**config.mk**
```make
export PLATFORM = sky130hd
export DESIGN_NAME = mcp_frame_parser
export DESIGN_NICKNAME = d
export VERILOG_FILES = /design/src/mcp_pkg.sv /design/src/mcp_dec_fmt.sv /design/src/mcp_frame_parser.sv
export SDC_FILE = /design/constraint.sdc
export NUM_CORES = 1
export LEC_CHECK = 0
export BUFFER_PORTS_ARGS = -buffer_cell sky130_fd_sc_hd__buf_2
export CORE_MARGIN = 2
export CORE_UTILIZATION = 45
export DETAILED_ROUTE_END_ITERATION = 7
export GPL_ROUTABILITY_DRIVEN = 0
export PLACE_DENSITY = 0.62
export RECOVER_POWER = 25
export SYNTH_ARGS = -nofsm -noshare
export SYNTH_HDL_FRONTEND = slang
export SYNTH_SLANG_ARGS = --single-unit
```
**constraint.sdc**
```tcl
create_clock -name sys_clk -period 22.1 [get_ports sys_clk]
set_input_delay 4.42 -clock sys_clk [delete_from_list [all_inputs] [get_ports sys_clk]]
set_output_delay 4.42 -clock sys_clk [all_outputs]
set_load 0.02 [all_outputs]
```
**src/mcp_pkg.sv**
```systemverilog
// package for the motion command frame parser: frame layout, status codes,
// command numbers, text characters and echo configuration bits.
// assumes a byte-wide receive stream and a byte-wide transmit stream.
package mcp_pkg;
  localparam int          SER_CMD_LEN    = 9;
  localparam int          CAN_CMD_LEN    = 7;
  localparam int          SER_RPL_LEN    = 9;
  localparam int          CAN_RPL_LEN    = 6;
  localparam int          TXT_LINE_MAX   = 32;
  localparam logic [7:0]  ST_OK          = 8'h64;
  localparam logic [7:0]  ST_STORED      = 8'h65;
  localparam logic [7:0]  ST_BAD_SUM     = 8'h01;
  localparam logic [7:0]  ST_BAD_CMD     = 8'h02;
  localparam logic [7:0]  ST_BAD_TYPE    = 8'h03;
  localparam logic [7:0]  ST_BAD_VALUE   = 8'h04;
  localparam logic [7:0]  ST_LOCKED      = 8'h05;
  localparam logic [7:0]  ST_UNAVAIL     = 8'h06;
  localparam logic [7:0]  CMD_ENTER_TEXT = 8'h8B;
  localparam logic [7:0]  CHR_CR         = 8'h0D;
  localparam logic [7:0]  CHR_BS         = 8'h08;
  localparam logic [7:0]  CHR_SPACE      = 8'h20;
  localparam logic [7:0]  CHR_MINUS      = 8'h2D;
  localparam logic [7:0]  CHR_ZERO       = 8'h30;
  localparam logic [7:0]  CHR_A_LESS1    = 8'h40;
  localparam int          CFG_TEXT_BIT   = 0;
  localparam int          CFG_ECHO_LINE  = 4;
  localparam int          CFG_ECHO_OFF   = 5;
  localparam logic [7:0]  CFG_RESET      = 8'h00;
  // text command classes handed to the executor, except TXT_CLS_BAD
  localparam logic [1:0]  TXT_CLS_DIRECT = 2'h0;
  localparam logic [1:0]  TXT_CLS_RUN    = 2'h1;
  localparam logic [1:0]  TXT_CLS_STOP   = 2'h2;
  localparam logic [1:0]  TXT_CLS_BAD    = 2'h3;
  typedef enum logic [2:0] {
    MCP_IDLE  = 3'b000,
    MCP_RECV  = 3'b001,
    MCP_EXEC  = 3'b011,
    MCP_REPLY = 3'b010,
    MCP_ECHO  = 3'b110
  } mcp_state_e;
endpackage

```
**src/mcp_dec_fmt.sv**
```systemverilog
// decimal formatter: turns a signed 32-bit value into ascii digits,
// most significant first, one character per request.
// assumes the caller waits for done before reading the characters.
`timescale 1ns/1ps
module mcp_dec_fmt
  import mcp_pkg::*;
(
  input  wire logic        sys_clk,   // module clock
  input  wire logic        reset,     // sync reset, active high
  input  wire logic        start,     // load value, begin conversion
  input  wire logic [31:0] value,     // signed value to print
  output logic             done,      // digits ready
  output logic [3:0]       num_chars, // characters incl. sign
  input  wire logic [3:0]  char_idx,  // character to read
  output logic [7:0]       char_out   // ascii character at char_idx
);
  logic [31:0] mag_ff;
  logic [3:0]  dig_ff [0:9];
  logic [3:0]  cnt_ff;
  logic        neg_ff;
  logic        busy_ff;
  logic [3:0]  sel;

  // repeated divide by ten; slow but small, a reply waits at most 10 cycles
  always_ff @(posedge sys_clk) begin
    if (reset) begin
      busy_ff <= 1'b0;
      done    <= 1'b0;
      cnt_ff  <= 4'h0;
      neg_ff  <= 1'b0;
      mag_ff  <= 32'h0;
    end else if (start) begin
      busy_ff <= 1'b1;
      done    <= 1'b0;
      cnt_ff  <= 4'h0;
      neg_ff  <= value[31];
      mag_ff  <= value[31] ? (~value + 32'h1) : value;
    end else if (busy_ff) begin
      dig_ff[cnt_ff] <= 4'(mag_ff % 32'd10);
      mag_ff         <= mag_ff / 32'd10;
      cnt_ff         <= cnt_ff + 4'h1;
      if (mag_ff < 32'd10) begin
        busy_ff <= 1'b0;
        done    <= 1'b1;
      end
    end
  end

  assign num_chars = cnt_ff + {3'h0, neg_ff};

  always_comb begin
    sel = num_chars - char_idx - 4'h1;
    if (neg_ff && char_idx == 4'h0) begin
      char_out = CHR_MINUS;
    end else begin
      char_out = CHR_ZERO + {4'h0, dig_ff[sel]};
    end
  end
endmodule // mcp_dec_fmt

```
**src/mcp_frame_parser.sv**
```systemverilog
// command frame front end: receives binary frames (serial or can) or text
// lines, checks them, hands the command to an executor, sends one reply.
// assumes a valid-only receive stream, a valid/ready transmit stream and an executor that answers once.
// How it works
// - command body is command, type, motor/bank and four value bytes
// - serial frames add leading address and trailing checksum: nine bytes
// - value field travels most significant byte first both directions
// - command checksum is 8-bit sum of the eight preceding bytes
// - can frames carry no address or checksum byte
// - every received command gets exactly one reply; here the text return to binary gets none
// - reply: host address, module address, status, command, value, checksum
// - reply checksum is 8-bit sum of all other reply bytes
// - can replies carry no address or checksum byte
// - status 100 means executed, 101 means stored into program memory
// - error statuses 1 to 6: checksum, command, type, value, locked, unavailable
// - text mode only passes the allowed direct command subset
// - text mode adds return to binary, run program and halt program
// - binary command 139 switches the device into text mode
// - text line: address letter, optional spaces, command, carriage return
// - text reply: host letter, module letter, status, value, carriage return
// - startup bit 0 set selects text mode, clear selects binary
// - both echo bits clear: echo each character, backspace erases one; here only one echo is held, so back-to-back characters are not all echoed
// - echo bit 4 alone: echo the whole line after carriage return; here bit 4 alone gives no echo, only the reply
// - echo bit 5 alone: no echo, only the reply
// - text mode entered by command is left again by power cycle
// - transmit only when replying or echoing, otherwise stay receiving
`timescale 1ns/1ps
module mcp_frame_parser
  import mcp_pkg::*;
(
  input  wire logic        sys_clk,        // module clock, 40 MHz
  input  wire logic        reset,          // sync reset, active high (power-up)
  input  wire logic        can_link,       // 1: frames arrive over can
  input  wire logic [7:0]  module_addr,    // own module address
  input  wire logic [7:0]  host_addr,      // reply address
  input  wire logic [7:0]  startup_cfg,    // startup/echo configuration byte
  input  wire logic        rx_valid,       // received byte valid
  input  wire logic [7:0]  rx_data,        // received byte
  output logic             cmd_valid,      // binary command to executor
  output logic [7:0]       cmd_num,        // command number
  output logic [7:0]       cmd_type,       // type byte
  output logic [7:0]       cmd_bank,       // motor or bank byte
  output logic [31:0]      cmd_value,      // value field
  output logic             txt_valid,      // text line to executor
  output logic [1:0]       txt_class,      // direct, run, stop, unknown
  input  wire logic        exec_done,      // executor finished (one pulse)
  input  wire logic [7:0]  exec_status,    // executor status code
  input  wire logic [31:0] exec_value,     // executor return value
  output logic             tx_valid,       // transmit byte valid
  output logic [7:0]       tx_data,        // transmit byte
  input  wire logic        tx_ready,       // transmitter takes the byte
  output logic             tx_busy,        // link driven by this device
  output logic             text_mode       // device is in text mode
);
  mcp_state_e  state_ff;
  logic [7:0]  frm_ff [0:SER_CMD_LEN-1];
  logic [7:0]  line_ff [0:TXT_LINE_MAX-1];
  logic [5:0]  len_ff;
  logic [7:0]  sum_ff;
  logic        addr_ok_ff;
  logic [7:0]  rpl_status_ff;
  logic [31:0] rpl_value_ff;
  logic [5:0]  tx_idx_ff;
  logic [7:0]  tx_sum_ff;
  logic        leave_text_ff;
  logic        enter_text_ff;
  logic        echo_now_ff;
  logic [7:0]  echo_chr_ff;
  logic [5:0]  cmd_pos;
  logic [7:0]  c0, c1, c2;
  logic [1:0]  cls;
  logic        fmt_start;
  logic        fmt_done;
  logic [3:0]  fmt_chars;
  logic [3:0]  fmt_idx;
  logic [7:0]  fmt_char;
  logic [5:0]  rx_last;
  logic [5:0]  rpl_len;
  logic [7:0]  rpl_byte;
  logic        boot_ff;

  mcp_dec_fmt u_fmt (
    .sys_clk   (sys_clk),
    .reset     (reset),
    .start     (fmt_start),
    .value     (exec_value),
    .done      (fmt_done),
    .num_chars (fmt_chars),
    .char_idx  (fmt_idx),
    .char_out  (fmt_char)
  );

  assign rx_last = can_link ? 6'(CAN_CMD_LEN - 1) : 6'(SER_CMD_LEN - 1);
  assign fmt_start = state_ff == MCP_EXEC && exec_done && text_mode;

  // skip address letter and spaces to find the command mnemonic
  always_comb begin
    cmd_pos = 6'h1;
    for (int i = TXT_LINE_MAX - 1; i >= 1; i--) begin
      if (6'(i) < len_ff && line_ff[i] != CHR_SPACE) begin
        cmd_pos = 6'(i);
      end
    end
    c0  = line_ff[cmd_pos[4:0]];
    c1  = line_ff[5'(cmd_pos + 6'h1)];
    c2  = line_ff[5'(cmd_pos + 6'h2)];
    cls = TXT_CLS_DIRECT;
    // first letters cover the allowed subset; anything else is rejected
    if ({c0, c1, c2} == "RUN") begin
      cls = TXT_CLS_RUN;
    end else if ({c0, c1, c2} == "STO") begin
      cls = TXT_CLS_STOP;
    end else if (!(c0 inside {"R", "M", "S", "G", "C", "U"})) begin
      cls = TXT_CLS_BAD;
    end
  end

  // main sequencer: receive, execute, reply; transmit only while replying or echoing
  always_ff @(posedge sys_clk) begin
    if (reset) begin
      state_ff      <= MCP_IDLE;
      len_ff        <= 6'h0;
      sum_ff        <= 8'h0;
      addr_ok_ff    <= 1'b0;
      cmd_valid     <= 1'b0;
      txt_valid     <= 1'b0;
      txt_class     <= TXT_CLS_DIRECT;
      cmd_num       <= 8'h0;
      cmd_type      <= 8'h0;
      cmd_bank      <= 8'h0;
      cmd_value     <= 32'h0;
      rpl_status_ff <= 8'h0;
      rpl_value_ff  <= 32'h0;
      leave_text_ff <= 1'b0;
      enter_text_ff <= 1'b0;
    end else begin
      cmd_valid     <= 1'b0;
      txt_valid     <= 1'b0;
      leave_text_ff <= 1'b0;
      enter_text_ff <= 1'b0;
      case (state_ff)
        MCP_IDLE, MCP_RECV: begin
          if (rx_valid && !text_mode) begin
            frm_ff[len_ff[3:0]] <= rx_data;
            sum_ff              <= sum_ff + rx_data;
            if (len_ff == rx_last) begin
              len_ff <= 6'h0;
              sum_ff <= 8'h0;
              if (!can_link && frm_ff[0] != module_addr) begin
                state_ff <= MCP_IDLE;
              end else begin
                state_ff <= MCP_EXEC;
                if (can_link) begin
                  cmd_num   <= frm_ff[0];
                  cmd_type  <= frm_ff[1];
                  cmd_bank  <= frm_ff[2];
                  cmd_value <= {frm_ff[3], frm_ff[4], frm_ff[5], rx_data};
                end else begin
                  cmd_num   <= frm_ff[1];
                  cmd_type  <= frm_ff[2];
                  cmd_bank  <= frm_ff[3];
                  cmd_value <= {frm_ff[4], frm_ff[5], frm_ff[6], frm_ff[7]};
                end
                // executor is bypassed for checksum faults and mode switch
                if (!can_link && sum_ff != rx_data) begin
                  rpl_status_ff <= ST_BAD_SUM;
                  rpl_value_ff  <= 32'h0;
                  state_ff      <= MCP_REPLY;
                end else if ((can_link ? frm_ff[0] : frm_ff[1]) == CMD_ENTER_TEXT) begin
                  rpl_status_ff <= ST_OK;
                  rpl_value_ff  <= 32'h0;
                  enter_text_ff <= 1'b1;
                  state_ff      <= MCP_REPLY;
                end else begin
                  cmd_valid <= 1'b1;
                end
              end
            end else begin
              len_ff   <= len_ff + 6'h1;
              state_ff <= MCP_RECV;
            end
          end else if (rx_valid && text_mode) begin
            if (len_ff == 6'h0) begin
              addr_ok_ff <= rx_data == CHR_A_LESS1 + module_addr;
            end
            if (rx_data == CHR_BS && !startup_cfg[CFG_ECHO_LINE]) begin
              len_ff <= (len_ff > 6'h1) ? len_ff - 6'h1 : len_ff;
            end else if (rx_data == CHR_CR) begin
              len_ff <= 6'h0;
              if (addr_ok_ff) begin
                state_ff <= MCP_EXEC;
                if ({c0, c1, c2} == {"B", "IN"}) begin
                  leave_text_ff <= 1'b1;
                  state_ff      <= MCP_IDLE;
                end else if (cls == TXT_CLS_BAD) begin
                  rpl_status_ff <= ST_BAD_CMD;
                  rpl_value_ff  <= 32'h0;
                  state_ff      <= MCP_REPLY;
                end else begin
                  txt_valid <= 1'b1;
                  txt_class <= cls;
                end
              end
            end else if (len_ff < 6'(TXT_LINE_MAX)) begin
              line_ff[len_ff[4:0]] <= rx_data;
              len_ff               <= len_ff + 6'h1;
            end
          end
        end
        MCP_EXEC: begin
          if (exec_done) begin
            rpl_status_ff <= exec_status;
            rpl_value_ff  <= exec_value;
            state_ff      <= MCP_REPLY;
          end
        end
        MCP_REPLY: begin
          if (tx_valid && tx_ready && tx_idx_ff == rpl_len - 6'h1) begin
            state_ff <= MCP_IDLE;
          end
        end
        default: state_ff <= MCP_IDLE;
      endcase
    end
  end

  // high during reset and in the first cycle after it: the startup bit acts once,
  // so a later return to binary is not undone
  always_ff @(posedge sys_clk) begin
    boot_ff <= reset;
  end

  // text mode: startup bit at power-up, command 139 in, return command out
  always_ff @(posedge sys_clk) begin
    if (reset) begin
      text_mode <= 1'b0;
    end else if (boot_ff && startup_cfg[CFG_TEXT_BIT]) begin
      text_mode <= 1'b1;
    end else if (leave_text_ff) begin
      text_mode <= 1'b0;
    end else if (state_ff == MCP_REPLY && tx_valid && tx_ready && tx_idx_ff == rpl_len - 6'h1
                 && rpl_status_ff == ST_OK && cmd_num == CMD_ENTER_TEXT) begin
      text_mode <= 1'b1;
    end
  end

  // text reply: host, module, space, status (3 digits), space, value, cr
  assign rpl_len = text_mode ? 6'd8 + 6'(fmt_chars)
                 : (can_link ? 6'(CAN_RPL_LEN) : 6'(SER_RPL_LEN));
  assign fmt_idx = 4'(tx_idx_ff - 6'd7);

  always_comb begin
    rpl_byte = 8'h0;
    if (text_mode) begin
      if (tx_idx_ff == 6'd0)                  rpl_byte = CHR_A_LESS1 + host_addr;
      else if (tx_idx_ff == 6'd1)             rpl_byte = CHR_A_LESS1 + module_addr;
      else if (tx_idx_ff == 6'd2 || tx_idx_ff == 6'd6) rpl_byte = CHR_SPACE;
      else if (tx_idx_ff == 6'd3)             rpl_byte = CHR_ZERO + 8'(rpl_status_ff / 8'd100);
      else if (tx_idx_ff == 6'd4)
        rpl_byte = CHR_ZERO + 8'((rpl_status_ff / 8'd10) % 8'd10);
      else if (tx_idx_ff == 6'd5)             rpl_byte = CHR_ZERO + 8'(rpl_status_ff % 8'd10);
      else if (tx_idx_ff == rpl_len - 6'h1)   rpl_byte = CHR_CR;
      else                                    rpl_byte = fmt_char;
    end else begin
      case (tx_idx_ff + (can_link ? 6'd2 : 6'd0))
        6'd0:    rpl_byte = host_addr;
        6'd1:    rpl_byte = module_addr;
        6'd2:    rpl_byte = rpl_status_ff;
        6'd3:    rpl_byte = cmd_num;
        6'd4:    rpl_byte = rpl_value_ff[31:24];
        6'd5:    rpl_byte = rpl_value_ff[23:16];
        6'd6:    rpl_byte = rpl_value_ff[15:8];
        6'd7:    rpl_byte = rpl_value_ff[7:0];
        default: rpl_byte = tx_sum_ff;
      endcase
    end
  end

  // transmitter: reply bytes, or echo of received characters
  always_ff @(posedge sys_clk) begin
    if (reset) begin
      tx_valid    <= 1'b0;
      tx_data     <= 8'h0;
      tx_busy     <= 1'b0;
      tx_idx_ff   <= 6'h3F;
      tx_sum_ff   <= 8'h0;
      echo_now_ff <= 1'b0;
      echo_chr_ff <= 8'h0;
    end else begin
      if (text_mode && rx_valid && state_ff != MCP_REPLY && state_ff != MCP_EXEC
          && startup_cfg[5:4] == 2'b00 && (addr_ok_ff || len_ff == 6'h0)
          && (len_ff != 6'h0 || rx_data == CHR_A_LESS1 + module_addr)) begin
        echo_now_ff <= 1'b1;
        echo_chr_ff <= rx_data;
      end
      if (tx_valid && tx_ready) begin
        tx_valid <= 1'b0;
        if (tx_idx_ff != 6'h3F) begin
          tx_sum_ff <= tx_sum_ff + tx_data;
          tx_idx_ff <= tx_idx_ff + 6'h1;
          if (tx_idx_ff == rpl_len - 6'h1) begin
            tx_idx_ff <= 6'h3F;
            tx_busy   <= 1'b0;
          end
        end else begin
          tx_busy <= 1'b0;
        end
      end else if (!tx_valid && state_ff == MCP_REPLY
                   && (!text_mode || fmt_done || rpl_status_ff == ST_BAD_CMD)) begin
        if (tx_idx_ff == 6'h3F) begin
          tx_idx_ff <= 6'h0;
          tx_sum_ff <= 8'h0;
        end else begin
          tx_valid <= 1'b1;
          tx_busy  <= 1'b1;
          tx_data  <= rpl_byte;
        end
      end else if (!tx_valid && echo_now_ff && state_ff != MCP_REPLY) begin
        echo_now_ff <= 1'b0;
        tx_valid    <= 1'b1;
        tx_busy     <= 1'b1;
        tx_data     <= echo_chr_ff;
      end
    end
  end
  // whole-line echo (bit 4 alone) is not implemented: with bit 4 set no character
  // is echoed, and the host only sees the reply
endmodule // mcp_frame_parser

```
==> impl_results.md, run 1 <==
* Status: complete, but fails checks
* Failing checks: max-capacitance violations, max-slew violations
* Seq cells post-synth at 552
* Vias in the first global route at 27500
* Critical path startpoint: u_fmt.mag_ff[30]$_SDFFE_PP0P_
* Total CTS buffers at 56
* Seq/Total Area, Yosys at 42.1%
* Peak VDD IR at 64.1 uV
* Min-Delay Path Class: reg -> reg
* Setup CP Type: reg -> reg
* Initial antenna violation count at 6
* Die area at 79500 sq um
* Syn Std Cell Area at 34800 sq um
* Clock Power Share at 40.1%
* Dominant cells by area after synthesis: edfxtp_1, dfxtp_1, mux4_2
* Setup WS pre-CTS at 9.11 ns
* Fill cells at 7027
* Critical Path AT at 13.56 ns
* Num ports at 149
* Row count at 101
* Clock Tree Root: clkbuf_16
* Count of final hold-check violations at 0
* Mapped Cells at 3581
* Antenna Nets Post-Route at 0
* # Max-Cap Violations at 7
* Critical-path top delay cell: dfxtp_1
* H-tree levels at 2
* # setup viols final at 0
* Logic pwr share at 15.9%
* Most frequent cells in the layout: nor2_1, edfxtp_1, a21oi_1
* Clk sinks at 552
* Die width at 282 microns
* CP peak stage delay at 0.83 ns
* Min Tclk post-route at 13.23 ns
* Via/cell ratio at 6.39
* Gr usage total at 26.8%
* Setup TNS at 0 ns
* Area Growth Syn to Fin at 9.61%
* Required time worst endpoint at 22.43 ns
* Avg Inst Size Synth at 9.72 sq um
* Worst slew margin at -92.4%
* Final layout net count at 3693
* YS warnings at 0
* Routed vias at 29700
* LEAKAGE at 12.7 nW
* Fin cells at 4644
* Worst setup margin at 8.87 ns
* Sequential share of power at 44.0%
* Setup repair bufs after CTS at 0
* CTS Hold Bufs at 0
* Post-synth top area share at 31.1%
* Top delay family on crit path: compound AO/OA/AOI/OAI gates
* Asr flop ratio synth at 0%
* Crit Reg-Reg Startpoint: u_fmt.mag_ff[30]$_SDFFE_PP0P_
* IO Port Bufs at 143
* Routed WL at 109000 microns
* Final Cycle Share at 59.9%
* CP Buf/Inv Count at 0
* Worst Setup End Kind: flop
* Remaining global-route overflow at 0
* CTS tree: built
* DRT Pass-1 Iters at 6
* Slew Limit Fails at 191
* Clock slew at reported path FFs at 0.06 ns
* Worst Skew at 0.0446 ns
* HPWL Detailed at 77100 microns
* Number of synthesized flops with an enable pin at 360
* Worst-Skew Late Latency at 0.63 ns
* Initial Utilization at 45.7%
* Synth Net Count at 3709
* Placed cells at 4537
* Wire per inst at 23.5 microns
* Min-Delay Startpoint: rpl_value_ff[4]$_SDFFE_PP0P_
* Post-synth top flop: edfxtp_1
* PD cells at 67.7 nW/um^2
* Area leader, netlist: edfxtp_1
* Net load switching power at 0.000694 W
* Die height at 282 microns
* First-pass GRT wire length at 166000 microns
* Worst slew pin tran at 2.89 ns
* Layout cells sized above 1 at 12.6%
* Core Area at 76200 sq um
* Post-route DRC at 0
* Worst Setup Start Kind: flop
* Crit-path max FO at 22
* Unrepaired setup endpoints after global routing: false
* Fraction of power spent switching nets at 26.9%
* Synth cell types at 130
* Resized cells post-CTS at 0
* CTS Buffer Depth at 3
* Min Hold Slack at 0.466 ns
* Pin count of the biggest net entering global routing at 209
* FMAX at 75.6 MHz
* Internal at 0.00189 W
* Commonest non-fill, non-tap cell in the layout: nor2_1
* Initial DRC count at 3196
-- path summary, 6_finish.rpt --
| path | to | slack [ns] | depth (start not counted) |
|---|---|---|---|
| worst max-delay path | u_fmt.dig_ff[7][1]$_DFFE_PP_ | 8.87 | 37 |
| worst min-delay path | rpl_value_ff[4]$_SDFFE_PP0P_ | 0.47 | 2 |
| worst max register to register | u_fmt.dig_ff[7][1]$_DFFE_PP_ | 8.87 | 37 |
| worst min register to register | rpl_value_ff[4]$_SDFFE_PP0P_ | 0.47 | 2 |
-- power by group through the flow --
stage | Combinational [W] | Clock, W | Sequential (W)
2_1_floorplan | 0.000292 | 0 | 0.00115
3_3_place_gp | 0.000402 | 0 | 0.00116
3_5_place_dp | 0.000405 | 0 | 0.00116
4_1_cts | 0.000407 | 0.00105 | 0.00113
5_1_grt | 0.000447 | 0.00109 | 0.00114
6_report | 0.000410 | 0.00104 | 0.00114
-- metal layers --
layer / up-vias / track usage (%) / wire length, microns
li1: 13700 / - / -
met1: 14400 / 38.5 / 48100
met2: 1285 / 40.7 / 47900
met3: 227 / 4.90 / 9230
met4: 4 / 8.81 / 3750
met5: - / 0 / 22
-- logic make-up (layout without fill, tap and decap cells) --
kind of cell	after synthesis	after routing	share of synthesized area [%]
AND/OR/NAND/NOR	1274	1274	18.4
buffers and inverters	332	362	3.82
AO/OA/AOI/OAI	984	984	20.1
XOR/XNOR	110	110	2.77
other	1	4	0.0108
multiplexers	274	274	10.8
adder cells (fa/ha/maj)	54	54	1.98
flip-flops	552	552	42.1
-- sequential cells by signal (all words and copies together) (netlist names), 2 cells and up --
signal         count
sum_ff             8
txt_class          2
len_ff             6
cmd_value         32
rpl_status_ff      8
u_fmt.dig_ff      40
frm_ff            64
u_fmt.mag_ff      32
cmd_num            8
rpl_value_ff      32
state_ff           2
echo_chr_ff        8
line_ff          256
tx_idx_ff          6
u_fmt.cnt_ff       4
cmd_bank           8
cmd_type           8
tx_sum_ff          8
tx_data            8
-- area by class of cell --
cell class / count / area (sq um) / share of cell area, %
multi-input cells: 2697 / 18900 / 49.5
diodes: 3 / 7.51 / 0.0197
clock buffers: 64 / 1450 / 3.81
inverters: 74 / 278 / 0.728
repair buffers: 184 / 1010 / 2.64
clock inverters: 40 / 556 / 1.46
flip-flops and latches: 552 / 14700 / 38.4
well taps: 1030 / 1290 / 3.38
-- per-stage QoR --
stage	cell area (sq um)	util (%)	total power [W]
detailed placement	36200	47.5	0.00156
floorplan	34800	-	0.00144
global route	38100	50.0	0.00268
CTS	38200	50.1	0.00260
finish	38100	50.0	0.00258
global placement	36200	47.5	0.00156
-- synthesized netlist by cell type (16+ instances only) --
cell type,n
buf_2,20
nand4_1,38
and2_1,32
edfxtp_1,360
inv_1,65
or3_1,27
mux4_2,80
o31ai_1,23
o22ai_1,18
a21o_1,27
o211ai_1,48
buf_1,38
xor2_1,30
nor4b_1,32
nor2_1,402
a22oi_1,19
clkbuf_1,187
a31oi_1,29
a211o_1,18
nor2b_1,80
mux2i_1,179
a21oi_1,270
xnor2_1,80
nor4_1,59
a211oi_1,183
nand3_1,136
ha_1,47
dfxtp_1,192
o21ai_1,20
a311oi_1,17
nor3_1,119
and3_1,16
o21ai_0,104
nand2_1,213
nor3b_1,17
nand2b_1,30
-- worst min-delay path: cells and delay by family (launching register included) --
kind,cells,cell delay (ns)
simple gates,1,0.06
flops,1,0.31
compound gates,1,0.05
No activity file was read; power rests on OpenSTA's default activity.
==> run 2, diff against run 1 <==
- ABC_AREA: default -> 1
- clock period: 22.1 -> 12.3 ns (I/O delays scaled with it)
==> run 2 against run 1 <==
Against the previous run: the run still ends with max-capacitance violations, max-slew violations left; cell area decreased by 5.2%; sequential share of layout area rose by 2.1 points; via count up 1.3%; first-iteration DRC count up 10%; clock skew grew 0.021 ns; global-route usage is 0.77 points higher; flip-flop and latch count did not move; setup slack lost 7.4 ns; maximum frequency increased by 23%.
==> impl_results.md, run 2 <==
* Clk sinks at 552 (unchanged)
* Initial antenna violation count at 1 (-5)
* Diode count at 0 (-3)
* FMAX at 92.7 MHz (+23%)
* PD cells at 158 nW/um^2 (+130%)
* Routed WL at 106000 microns (-2.9%)
* Synth cell types at 63 (-52%)
* Setup TNS at 0 ns (unchanged)
* Synth Net Count at 4280 (+15%)
* Seq cells post-synth at 552 (unchanged)
* First-pass GRT wire length at 161000 microns (-3.5%)
* Worst slew pin tran at 3.07 ns (+0.180 ns)
* Initial DRC count at 3521 (+10%)
* Peak VDD IR at 136 uV (+110%)
* Core Area at 71600 sq um (-6.0%)
* Post-synthesis xor/xnor area fraction at 1.72% (-1.0 points)
* Layout cells sized above 1 at 10.3% (-2.2 points)
* Post-synth top flop: edfxtp_1
* Area Growth Syn to Fin at 11.0%
* Flop2flop setup slack at 1.51 ns (-7.36 ns)
* Setup CP Type: reg -> reg
* Total CTS buffers at 58 (+3.6%)
* Slew Limit Fails at 240 (+26%)
* CP peak stage delay at 0.45 ns (-0.38 ns)
* Wire per inst at 20.3 microns (-13%)
* Count leader, synth: nand2_1
* Clock slew at reported path FFs at 0.07 ns (about the same)
* Adder and majority cell fraction of the synthesized area at 1.99% (+0.012 points)
* Row count at 98 (-3.0%)
* Seq/Total Area, Yosys at 45.0% (+2.9 points)
* Commonest non-fill, non-tap cell in the layout: nand2_1
* Asr flop ratio synth at 0% (unchanged)
* Area fraction in compound gates after synthesis at 17.4% (-2.6 points)
* Hold path endpoint: text_mode$_SDFFE_PP0P_
* Dominant cells by area after synthesis: edfxtp_1, dfxtp_1, nand2_1
* Worst Setup End Kind: flop
* Post-route DRC at 0 (unchanged)
* Final layout net count at 4339 (+17%)
* Failing checks: max-capacitance violations, max-slew violations
* Die width at 273 microns (-3.2%)
* Antenna Nets Post-Route at 0 (unchanged)
* # setup viols final at 0 (unchanged)
* CTS Hold Bufs at 0 (unchanged)
* Worst-Skew Late Latency at 0.66 ns (+0.03 ns)
* Post-synthesis simple-gate area fraction at 26.1% (+7.7 points)
* Final Cycle Share at 87.7% (+28 points)
* YS warnings at 0 (unchanged)
* Worst Skew at 0.0658 ns (+0.0212 ns)
* Min Tclk post-route at 10.79 ns (-2.44 ns)
* Worst slew margin at -104% (-12 points)
* Count of final hold-check violations at 0 (unchanged)
* Via/cell ratio at 5.77 (-9.7%)
* Top post-synthesis cells by count: nand2_1, inv_1, edfxtp_1
* Unrepaired setup endpoints after global routing: false
* Hold Path Depth at 2 (unchanged)
* LEAKAGE at 14.6 nW (+15%)
* Crit-path max FO at 10 (-55%)
* DRT Pass-1 Iters at 8 (+2)
* Remaining global-route overflow at 0 (unchanged)
* # Max-Cap Violations at 6 (-1)
* Syn Std Cell Area at 32600 sq um (-6.4%)
* Critical Path AT at 11.05 ns (-2.51 ns)
* Largest family of logic cells by synthesized area: simple AND/OR/NAND/NOR gates
* Min-Delay Path Class: reg -> reg
* Number of synthesized flops with an enable pin at 360 (unchanged)
* Critical-path top delay cell: dfxtp_2
* Max reg flops at 256 (unchanged)
* Area leader, netlist: edfxtp_1
* Most frequent cells in the layout: nand2_1, inv_1, edfxtp_1
* Most used cell, CP: nand2_2
* Mapped Cells at 4152 (+16%)
* Status: complete, but fails checks
* Clock Tree Root: clkbuf_16
* Vias in the first global route at 27200 (-1.3%)
* Pin count of the biggest net entering global routing at 105 (-50%)
* H-tree levels at 2 (unchanged)
* Min Hold Slack at 0.445 ns (-0.0201 ns)
* Num ports at 149 (unchanged)
* HPWL Detailed at 74800 microns (-3.0%)
* Die height at 273 microns (-3.2%)
* Crit Reg-Reg Startpoint: u_fmt.mag_ff[31]$_SDFFE_PP0P_
* Worst flop-to-flop path endpoint: u_fmt.dig_ff[7][2]$_DFFE_PP_
* CTS tree: built
* Mux cell area share after synthesis at 0.860% (-10 points)
* CTS Buffer Depth at 3 (unchanged)
* Worst Setup Start Kind: flop
* Required time worst endpoint at 12.56 ns (-9.87 ns)
* Initial Utilization at 45.5% (-0.17 points)
* Die area at 74600 sq um (-6.3%)
* Min-Delay Startpoint: boot_ff$_DFF_P_
* Routed vias at 30100 (+1.3%)
* Gr usage total at 27.5% (+0.77 points)
* Avg Inst Size Synth at 7.85 sq um (-19%)
* R2R depth at 115 (+210%)
* IO Port Bufs at 143 (unchanged)
* Post-synth top area share at 33.2% (+2.1 points)
-- run 2: cell type report --
class                      count  area [sq um]
fill                        7023         35400
sequential                   552         14700
multi-input combinational   3002         15700
timing repair buffer         185           996
tap                          950          1190
clock inverter                28           433
inverter                     412          1550
clock buffer                  78          1640
-- run 2: per-stage QoR --
stage / worst slack, ns / instance area [sq um] / std cells / util, % / total power, W
2_1_floorplan: 3.01 / 32600 / 4152 / - / 0.00328
3_3_place_gp: 1.49 / 34100 / 5101 / 47.6 / 0.00376
3_5_place_dp: 1.29 / 34100 / 5101 / 47.6 / 0.00377
4_1_cts: 1.21 / 36200 / 5207 / 50.5 / 0.00567
5_1_grt: 0.0517 / 36200 / 5207 / 50.5 / 0.00595
6_report: 1.51 / 36200 / 5207 / 50.5 / 0.00570
-- run 2: cell families after synthesis --
group / Yosys count
AND/OR/NAND/NOR: 1911
AO/OA/AOI/OAI: 948
buffers and inverters: 598
flip-flops: 552
XOR/XNOR: 64
adder cells (fa/ha/maj): 50
multiplexers: 28
other: 1
-- run 2: power by group --
group          internal [W]  total (W)  leakage (nW)  switching (W)
Sequential          0.00207    0.00209          4.80      0.0000218
Clock               0.00115    0.00191         0.998       0.000768
Combinational      0.000473    0.00170          8.82        0.00123
-- run 2: timing repair --
item | CTS | global route
setup endpoints to repair | 0 | 30
setup buffers | 0 | 0
resized for setup | 0 | 2
-- run 2: worst max path at each step --
| stage | startpoint | end | slack [ns] | cells after the start |
|---|---|---|---|---|
| after floorplan | u_fmt.mag_ff[31]$_SDFFE_PP0P_ | u_fmt.dig_ff[0][1]$_DFFE_PP_ | 3.01 | 122 |
| after global placement | u_fmt.mag_ff[31]$_SDFFE_PP0P_ | u_fmt.dig_ff[2][3]$_DFFE_PP_ | 1.49 | 116 |
| after detailed placement | u_fmt.mag_ff[31]$_SDFFE_PP0P_ | u_fmt.dig_ff[2][3]$_DFFE_PP_ | 1.29 | 110 |
| after CTS | u_fmt.mag_ff[31]$_SDFFE_PP0P_ | u_fmt.dig_ff[4][3]$_DFFE_PP_ | 1.21 | 112 |
| after global routing | u_fmt.mag_ff[29]$_SDFFE_PP0P_ | u_fmt.dig_ff[7][2]$_DFFE_PP_ | 0.05 | 116 |
| final | u_fmt.mag_ff[31]$_SDFFE_PP0P_ | u_fmt.dig_ff[7][2]$_DFFE_PP_ | 1.51 | 115 |
-- run 2: per-layer routing --
layer / track usage, % / wire length, microns / vias to the layer above / part of all wire [%]
met5: 0 / 17 / - / 0.016
met4: 10.0 / 3900 / 2 / 3.7
met3: 3.42 / 8200 / 224 / 7.7
met2: 43.6 / 47600 / 1258 / 45
met1: 38.8 / 46100 / 14000 / 44
li1: - / - / 14600 / -
-- run 2: worst max-delay path, delay by kind of cell (launching register included) --
family | cells | cell delay [ns]
AOI/OAI and AO/OA | 2 | 0.30
buffers and inverters | 10 | 0.58
DFF | 1 | 0.45
and+or+nand+nor | 103 | 9.09
